<file path="src/ext_int_pkg.sv">
// Constants for the external interrupt detect and timer gate block
package ext_int_pkg;
  localparam int ADDR_W = 12;
  localparam int DATA_W = 32;
  localparam int REG_W = 8;
  // Register indices; byte address is four times the index
  localparam logic [7:0] IDX_TCTL = 8'h88;
  localparam logic [7:0] IDX_TIMER_MODE_CONTROL = 8'h89;
  localparam logic [7:0] IDX_ICFG = 8'h90;
  localparam logic [7:0] IDX_ISTS = 8'h91;
  localparam logic [7:0] IDX_ICLR = 8'h92;
  localparam logic [7:0] IDX_IEN = 8'h93;
  localparam int IDX_SHIFT = 2;
  // timer_and_ext_int_control fields
  localparam int TCTL_A_EDGE = 0;
  localparam int TCTL_A_PEND = 1;
  localparam int TCTL_B_EDGE = 2;
  localparam int TCTL_B_PEND = 3;
  localparam int TCTL_HI_LSB = 4;
  localparam int TCTL_HI_W = 4;
  localparam int TCTL_B_RUN = 6;
  // timer_mode_control fields
  localparam int TIMER_MODE_CONTROL_B_GATE = 7;
  // ext_irq_config_reg fields
  localparam int ICFG_A_POL = 0;
  localparam int ICFG_B_POL = 1;
  // Interrupt status bits
  localparam int IRQ_N = 2;
  localparam int IRQ_A_BIT = 0;
  localparam int IRQ_B_BIT = 1;
  // Reset values
  localparam logic [7:0] TCTL_RST = 8'h00;
  localparam logic [7:0] TIMER_MODE_CONTROL_RST = 8'h00;
  localparam logic [7:0] ICFG_RST = 8'h00;
  localparam logic [1:0] IRQ_RST = 2'h0;
endpackage

</file>
<file path="src/ext_int_detect_timer_gate.sv">
// External interrupt detection, pending flags and timer 1 gating
// How it works
// - Input b: type bit 0 level, 1 edge
// - Input b polarity from config register bit
// - Input a: type bit 0 level, 1 edge
// - Input a polarity from config register bit
// - Gate bit 0: timer runs on run bit
// - Gate bit 1: run bit and b active
// - Run bit enables, clearing it stops timer
//
// The APB register port is this design's own decision.
`timescale 1ns/1ns
module ext_int_detect_timer_gate
  import ext_int_pkg::*;
(
  input wire logic clk_i,
  input wire logic rst_i,
  input wire logic psel_i,
  input wire logic penable_i,
  input wire logic pwrite_i,
  input wire logic [ADDR_W-1:0] paddr_i,
  input wire logic [DATA_W-1:0] pwdata_i,
  output logic [DATA_W-1:0] prdata_o,
  output logic pready_o,
  output logic pslverr_o,
  input wire logic ext_irq_a_input_i,
  input wire logic ext_irq_b_input_i,
  input wire logic ext_irq_a_ack_i,
  input wire logic ext_irq_b_ack_i,
  output logic ext_irq_a_pending_o,
  output logic ext_irq_b_pending_o,
  output logic tmr_b_count_en_o,
  output logic irq_o
);

  function automatic logic hit(input logic [ADDR_W-1:0] a,
                               input logic [7:0] idx);
    hit = (a == ADDR_W'({idx, 2'b00}));
  endfunction

  logic [1:0] sync1;
  logic [1:0] sync2;
  logic [1:0] prev_active;
  logic [1:0] pending;
  logic [1:0] edge_sel;
  logic [TCTL_HI_W-1:0] tctl_hi;
  logic [REG_W-1:0] timer_mode_control;
  logic [REG_W-1:0] ext_irq_config_reg;
  logic [IRQ_N-1:0] irq_status;
  logic [IRQ_N-1:0] irq_enable;
  logic [DATA_W-1:0] rdata;
  logic err;

  // Sync flops reset to the inactive pin level, so no false onset follows
  localparam logic [1:0] SYNC_IDLE = ~{ICFG_RST[ICFG_B_POL],
                                       ICFG_RST[ICFG_A_POL]};

  wire setup = psel_i && !penable_i;
  wire access = psel_i && penable_i;
  wire wr = access && pwrite_i;
  wire hit_tctl = hit(paddr_i, IDX_TCTL);
  wire hit_timer_mode_control = hit(paddr_i, IDX_TIMER_MODE_CONTROL);
  wire hit_icfg = hit(paddr_i, IDX_ICFG);
  wire hit_ists = hit(paddr_i, IDX_ISTS);
  wire hit_iclr = hit(paddr_i, IDX_ICLR);
  wire hit_ien = hit(paddr_i, IDX_IEN);
  wire mapped = hit_tctl | hit_timer_mode_control | hit_icfg | hit_ists |
                hit_iclr | hit_ien;
  wire wr_tctl = wr && hit_tctl;

  wire [REG_W-1:0] timer_and_ext_int_control = {tctl_hi,
    pending[IRQ_B_BIT], edge_sel[IRQ_B_BIT],
    pending[IRQ_A_BIT], edge_sel[IRQ_A_BIT]};

  wire [1:0] polarity = {ext_irq_config_reg[ICFG_B_POL],
                         ext_irq_config_reg[ICFG_A_POL]};
  wire [1:0] wr_edge = {pwdata_i[TCTL_B_EDGE], pwdata_i[TCTL_A_EDGE]};
  wire [1:0] wr_pend = {pwdata_i[TCTL_B_PEND], pwdata_i[TCTL_A_PEND]};
  wire [1:0] ack = {ext_irq_b_ack_i, ext_irq_a_ack_i};

  logic [1:0] active;
  logic [1:0] set_evt;
  logic [1:0] next_pending;

  genvar i;
  generate
    for (i = 0; i < IRQ_N; i++) begin : g_ch
      // Polarity 1 means active high
      assign active[i] = polarity[i] ? sync2[i] : !sync2[i];
      // Level mode follows the input, edge mode catches onset
      assign set_evt[i] = edge_sel[i] ?
        (active[i] && !prev_active[i]) : active[i];
      // Set wins over software clear and vector clear
      assign next_pending[i] = set_evt[i] ||
        (wr_tctl ? wr_pend[i] :
         (pending[i] && !(edge_sel[i] && ack[i])));
    end
  endgenerate

  wire b_gate = timer_mode_control[TIMER_MODE_CONTROL_B_GATE];
  wire b_run = tctl_hi[TCTL_B_RUN-TCTL_HI_LSB];
  assign tmr_b_count_en_o = b_run &&
    (!b_gate || active[IRQ_B_BIT]);

  // Status set beats a write-one-clear in the same cycle
  wire [IRQ_N-1:0] clr_bits = (wr && hit_iclr) ?
    pwdata_i[IRQ_N-1:0] : IRQ_RST;
  wire [IRQ_N-1:0] next_status = set_evt | (irq_status & ~clr_bits);

  always_comb begin
    rdata = '0;
    if (hit_tctl) begin
      rdata[REG_W-1:0] = timer_and_ext_int_control;
    end else if (hit_timer_mode_control) begin
      rdata[REG_W-1:0] = timer_mode_control;
    end else if (hit_icfg) begin
      rdata[REG_W-1:0] = ext_irq_config_reg;
    end else if (hit_ists) begin
      rdata[IRQ_N-1:0] = irq_status;
    end else if (hit_ien) begin
      rdata[IRQ_N-1:0] = irq_enable;
    end
  end

  // Two flops before any logic sees the pins
  always_ff @(posedge clk_i) begin
    if (rst_i) begin
      sync1 <= SYNC_IDLE;
      sync2 <= SYNC_IDLE;
      prev_active <= 2'h0;
    end else begin
      sync1 <= {ext_irq_b_input_i, ext_irq_a_input_i};
      sync2 <= sync1;
      prev_active <= active;
    end
  end

  always_ff @(posedge clk_i) begin
    if (rst_i) begin
      pending <= TCTL_RST[1:0];
      edge_sel <= TCTL_RST[1:0];
      tctl_hi <= TCTL_RST[REG_W-1:TCTL_HI_LSB];
    end else begin
      pending <= next_pending;
      if (wr_tctl) begin
        edge_sel <= wr_edge;
        tctl_hi <= pwdata_i[REG_W-1:TCTL_HI_LSB];
      end
    end
  end

  always_ff @(posedge clk_i) begin
    if (rst_i) begin
      timer_mode_control <= TIMER_MODE_CONTROL_RST;
      ext_irq_config_reg <= ICFG_RST;
      irq_enable <= IRQ_RST;
      irq_status <= IRQ_RST;
    end else begin
      irq_status <= next_status;
      if (wr && hit_timer_mode_control) begin
        timer_mode_control <= pwdata_i[REG_W-1:0];
      end
      if (wr && hit_icfg) begin
        ext_irq_config_reg <= pwdata_i[REG_W-1:0];
      end
      if (wr && hit_ien) begin
        irq_enable <= pwdata_i[IRQ_N-1:0];
      end
    end
  end

  // Read data captured in setup so the answer comes from flops
  always_ff @(posedge clk_i) begin
    if (rst_i) begin
      prdata_o <= '0;
      err <= 1'b0;
    end else if (setup) begin
      prdata_o <= pwrite_i ? '0 : rdata;
      err <= !mapped;
    end
  end

  assign pready_o = access;
  assign pslverr_o = access && err;
  assign ext_irq_a_pending_o = pending[IRQ_A_BIT];
  assign ext_irq_b_pending_o = pending[IRQ_B_BIT];
  assign irq_o = |(irq_status & irq_enable);
endmodule

</file>
<file path="config.mk">
export PLATFORM = sky130hd
export DESIGN_NAME = ext_int_detect_timer_gate
export DESIGN_NICKNAME = d
export VERILOG_FILES = /design/src/ext_int_pkg.sv /design/src/ext_int_detect_timer_gate.sv
export SDC_FILE = /design/constraint.sdc
export NUM_CORES = 1
export LEC_CHECK = 0
export ABC_AREA = 0
export BUFFER_PORTS_ARGS = -buffer_cell sky130_fd_sc_hd__buf_2
export CORE_ASPECT_RATIO = 1.4
export CORE_MARGIN = 8
export CORE_UTILIZATION = 48
export DETAILED_ROUTE_END_ITERATION = 6
export GPL_TIMING_DRIVEN = 0
export PLACE_DENSITY_LB_ADDON = 0.15
export SETUP_SLACK_MARGIN = 0.05
export SLEW_MARGIN = 20
export SYNTH_ARGS = -nofsm -noshare
export SYNTH_HDL_FRONTEND = slang
export SYNTH_SLANG_ARGS = --single-unit
</file>
<file path="constraint.sdc">
create_clock -name clk_i -period 2.3 [get_ports clk_i]
set_input_delay 0.345 -clock clk_i [delete_from_list [all_inputs] [get_ports clk_i]]
set_output_delay 0.345 -clock clk_i [all_outputs]
set_load 0.1 [all_outputs]
</file>
# Yosys cells after proc, flatten, opt, wreduce, memory -nomap -nowiden
# Cells that the tools add are included.
# Widths: inputs -> output; s select.
op_classes:
  n_eq_ne: 6
  muxes: 14
  bitwise: 9
  reduce_logical: 29
ops:
  columns: ["cell", "n"]
  rows:
  - ["$eq 12x10->1 const B", 6]
  - ["$mux 8", 3]
  - ["$logic_and 1x1->1", 16]
  - ["$logic_not 1->1", 9]
  - ["$mux 2", 4]
  - ["$mux 1", 6]
  - ["$mux 6", 1]
  - ["$or 1x1->1", 5]
  - ["$and 2x2->2", 2]
  - ["$logic_or 1x1->1", 3]
  - ["$not 2->2", 1]
  - ["$or 2x2->2", 1]
  - ["$reduce_or 2->1", 1]
totals:
  regBits: 67
  out_inout_bits: 38
  elab_cells: 70

# Longest topological paths before layout
depth:
  word_depth: 7
  depth_mapped: 6
  depth_no_buf: 4

# Least setup slack after synthesis
# OpenSTA, ideal clock, no wires.
synth_path:
  path_kind: "reg2out"
  from: "register ext_irq_config_reg[1]"
  to: "output port tmr_b_count_en_o"
  arrival_time_ps: 2682
  t_required_ps: 1955
  slack_ps: -727
  path_stages_with_launch: 3
  path_buffers: 0
  path_cell_list: "dfxtp_1 -> xor2_1 -> a21boi_0"
synth_between:
  elab_chain_cells: 3
synth_lines:
  columns: ["item", "line", "text"]
  rows:
  - ["start: declaration", "ext_int_detect_timer_gate.sv:48", "logic [REG_W-1:0] ext_irq_config_reg;"]
  - ["start signal: assignment", "ext_int_detect_timer_gate.sv:164", "ext_irq_config_reg <= pwdata_i[REG_W-1:0];"]
  - ["$mux 1", "ext_int_detect_timer_gate.sv:89", "assign active[i] = polarity[i] ? sync2[i] : !sync2[i];"]
  - ["$logic_or 1x1->1", "ext_int_detect_timer_gate.sv:103", "(!b_gate || active[IRQ_B_BIT]);"]
  - ["$logic_and 1x1->1", "ext_int_detect_timer_gate.sv:102", "assign tmr_b_count_en_o = b_run &&"]
  - ["end: declaration", "ext_int_detect_timer_gate.sv:32", "output logic tmr_b_count_en_o,"]
# No other way between the ends.

# Final worst setup path
# Same ends and word-level chain as after synthesis.

==> results.toml <==
[power_and_ir_drop]
p_int_mw = 1.104
combinationalPowerShare_pct = 21.2
switching_share_pct = 31.95
powerDensity_mw_per_mm2 = 614.1
p_sw_mw = 0.5182
clkPwrFrac_pct = 32.2
seqPwrFrac_pct = 46.7
p_leak_nw = 1.199
ir_worst_vdd_mv = 0.4484

[critical_path]
r2r_setup_slack_ns = 1.21
rr_worst_depth = 3
critPathLaunchType = "flip-flop"
cp_num_buf_inv = 1
cp.depth = 3
endpoint_kind = "output pin"
cp_cell_sequence = "xor2_1 -> a21boi_2 -> buf_2"
crit_start = "ext_irq_config_reg[1]$_SDFFE_PP0P_"
r2r_start = "ext_irq_config_reg[1]$_SDFFE_PP0P_"
cp.arrival_ns = 1.45
critPathRequiredTime_ns = 1.96
crit_family = "buffers and inverters"
critPathMaxStageDelay_ns = 0.43
cpMaxStageDelayCell = "buf_2"
crit_type = "flip-flop to output pin"
worst-path-max-fanout = 3
reg2reg_to = "pending[1]$_SDFF_PP0_"
crit_end = "tmr_b_count_en_o"

[logic_synthesis]
synthCells = 236
synth_compound_area_share_pct = 13.61
ys.warnings.count = 0
synthAdderAreaFrac_pct = 0
synth-simple-area-share_pct = 23.66
synth_top_family_by_area = "simple AND/OR/NAND/NOR gates"
post_synth_instance_area_mm2 = 0.002178
synth-seq-cells = 43
synth_cell_type_count = 42
syn_avg_cell_area_um2 = 9.230
synthMuxAreaShare_pct = 11.49
synth_xor_area_share_pct = 0.8041
yosysSeqAreaShare_pct = 39.52

[floorplanning]
initial_utilization_pct = 48.81
die_area_mm2 = 0.006981
fp.dieH_um = 95.71
core_region_area_mm2 = 0.004463
fp-row-count = 29
fp.dieW_um = 72.94
ios = 91

[timing]
worst_clock_skew_ns = 0.008326
min_period_over_period_pct = 77.88
fmax_mhz = 558.2
maxSlewHeadroom_pct = 57.22
fin_ws_ns = 0.5087
setup_viol = 0
fin_tns_setup_ns = 0
final_hold_viol_count = 0
period_needed_ns = 1.791
maxSlewViolCount = 0
worstMarginPinSlew_ns = 0.6393
whs_ns = 0.2402
rsz0062_at_grt = "false"

[drt]
drc = 0
met3WireLength_um = 359
drt-total-wl_mm = 5.491
top_signal_layer_used = "met4"
wl_per_cell_um = 14.92
drt_pass1_iterations = 4
met2_length_mm = 2.658
drtAntennaViolNets = 0
num_vias = 1838
met1_length_mm = 2.259
drt_iter0_markers = 135
vias_per_cell = 4.995

[clock_network]
root_buffer = "clkbuf_8"
clk_pin_slew_ns = 0.08
cts_sinks = 43
cts_setup_buffers = 0
clock_path_buffers = 2
clk_latency_ns = 0.29
cts-buffers-inserted = 5
cts_tree = "done"
cts_hold_buf = 0
cts_htree_levels = 2
postCtsResizedCells = 0

[place]
place_area_mm2 = 0.002541
place_ws_ns = 0.4225
io_buffers = 39
place.gp.congestion = 0.8526
dp_hpwl_mm = 4.238

[status]
outcome = "completed"

[cells_and_area]
final_cell_mix = "43 x dfxtp_1, 40 x buf_2, 25 x nand2b_1, 25 x mux2i_1"
diodes = 0
fin_nets = 358
multiInputGateArea_mm2 = 0.001174
synthToLayoutAreaGrowth_pct = 21.25
final_cell_area_mm2 = 0.002641
fill_cells = 451
final_common_cell = "dfxtp_1"
drive_gt1_share_pct = 27.12
register_area_um2 = 860.8

[grt]
grt_first_pass_wirelength_mm = 8.749
antenna_found_initial = 0
grt-ovfl-total = 0
grt_usage_pct = 16.26
grt_max_degree = 13
grt_pass1_vias = 1836

[min_path]
hold_path_class = "input pin to flip-flop"
worstHoldStart = "ext_irq_a_input_i"

[job]
maxCapViolCount = 0
==> cells in the mapped netlist <==
cell / count / area share [%]
buf_4: 24 / 8.3
conb_1: 1 / 0.17
buf_6: 1 / 0.52
or3_1: 1 / 0.29
and4_2: 1 / 0.46
nor2_1: 9 / 1.6
nor2_2: 1 / 0.29
nand2b_1: 25 / 7.2
inv_1: 2 / 0.34
nand3_1: 2 / 0.46
or3_4: 1 / 0.52
nand4_1: 6 / 1.7
nor4b_4: 1 / 1.1
a21o_1: 2 / 0.69
a21boi_0: 1 / 0.34
a2bb2oi_1: 1 / 0.40
nor4b_1: 1 / 0.40
o41ai_1: 1 / 0.40
nand4_2: 1 / 0.57
nand2_1: 6 / 1.0
a211oi_1: 1 / 0.34
a22o_1: 3 / 1.2
mux2i_1: 25 / 11
and2_1: 1 / 0.29
a31oi_1: 2 / 0.57
a221o_1: 5 / 2.3
buf_2: 1 / 0.23
and4b_1: 1 / 0.46
clkbuf_1: 8 / 1.4
or2_2: 4 / 1.1
dfxtp_1: 43 / 40
or2_1: 1 / 0.29
nor2b_1: 11 / 3.2
nor4_1: 1 / 0.29
nor3b_2: 1 / 0.57
and3_1: 1 / 0.29
o22ai_1: 2 / 0.57
o21ai_0: 18 / 4.1
o311ai_0: 2 / 0.80
nor3_1: 7 / 1.6
xor2_1: 2 / 0.80
a21oi_1: 8 / 1.8
==> power by group through the flow <==
stage          sequential [mW]  combinational, mW  clock (mW)
2_1_floorplan            0.787              0.275           0
3_3_place_gp             0.775              0.339           0
3_5_place_dp             0.775              0.339           0
4_1_cts                  0.757              0.340       0.538
5_1_grt                  0.758              0.359       0.566
6_report                 0.757              0.343       0.522
==> worst min-delay path by stage <==
stage	end	slack, ns	depth (start not counted)
2_1_floorplan	sync2[0]$_SDFF_PP1_	0.39	1
3_3_place_gp	sync2[0]$_SDFF_PP1_	0.39	1
3_5_place_dp	sync2[0]$_SDFF_PP1_	0.40	1
4_1_cts	sync1[0]$_SDFF_PP1_	0.23	2
5_1_grt	sync1[1]$_SDFF_PP1_	0.23	2
6_report	sync1[0]$_SDFF_PP1_	0.24	2
==> routing by layer <==
metal | track usage (%) | vias up
met1 | 17.32 | 837
li1 | - | 925
met3 | 5.318 | 15
met4 | 10.39 | 0
met2 | 27.10 | 61
met5 | 0 | -
==> final cells by class <==
type                            instances  area share [%]
Multi-Input combinational cell        180           44.43
Sequential cell                        43           32.59
Buffer                                 34           8.574
Timing Repair Buffer                   39           7.390
Clock buffer                            8           3.790
Tap cell                               62           2.937
Inverter                                2          0.2842
==> logic make-up after synthesis <==
family,after synthesis
XOR/XNOR,2
multiplexers,25
other,1
buffers and inverters,36
AO/OA/AOI/OAI,46
AND/OR/NAND/NOR,83
flip-flops,43
==> per-stage QoR <==
stage / power, mW / util (%) / std cells
after floorplan: 1.063 / - / 259
after global placement: 1.114 / 56.94 / 360
after detailed placement: 1.114 / 56.94 / 360
after CTS: 1.635 / 59.18 / 368
after global routing: 1.683 / 59.18 / 368
final: 1.622 / 59.18 / 368
==> worst reg2reg max path, delay by kind of cell (launching register included) <==
| kind | cells | cell delay, ns |
|---|---|---|
| AO/OA/AOI/OAI | 2 | 0.24 |
| XOR/XNOR | 1 | 0.34 |
| flip-flops | 1 | 0.38 |
Power figures use the tool's default switching activity.
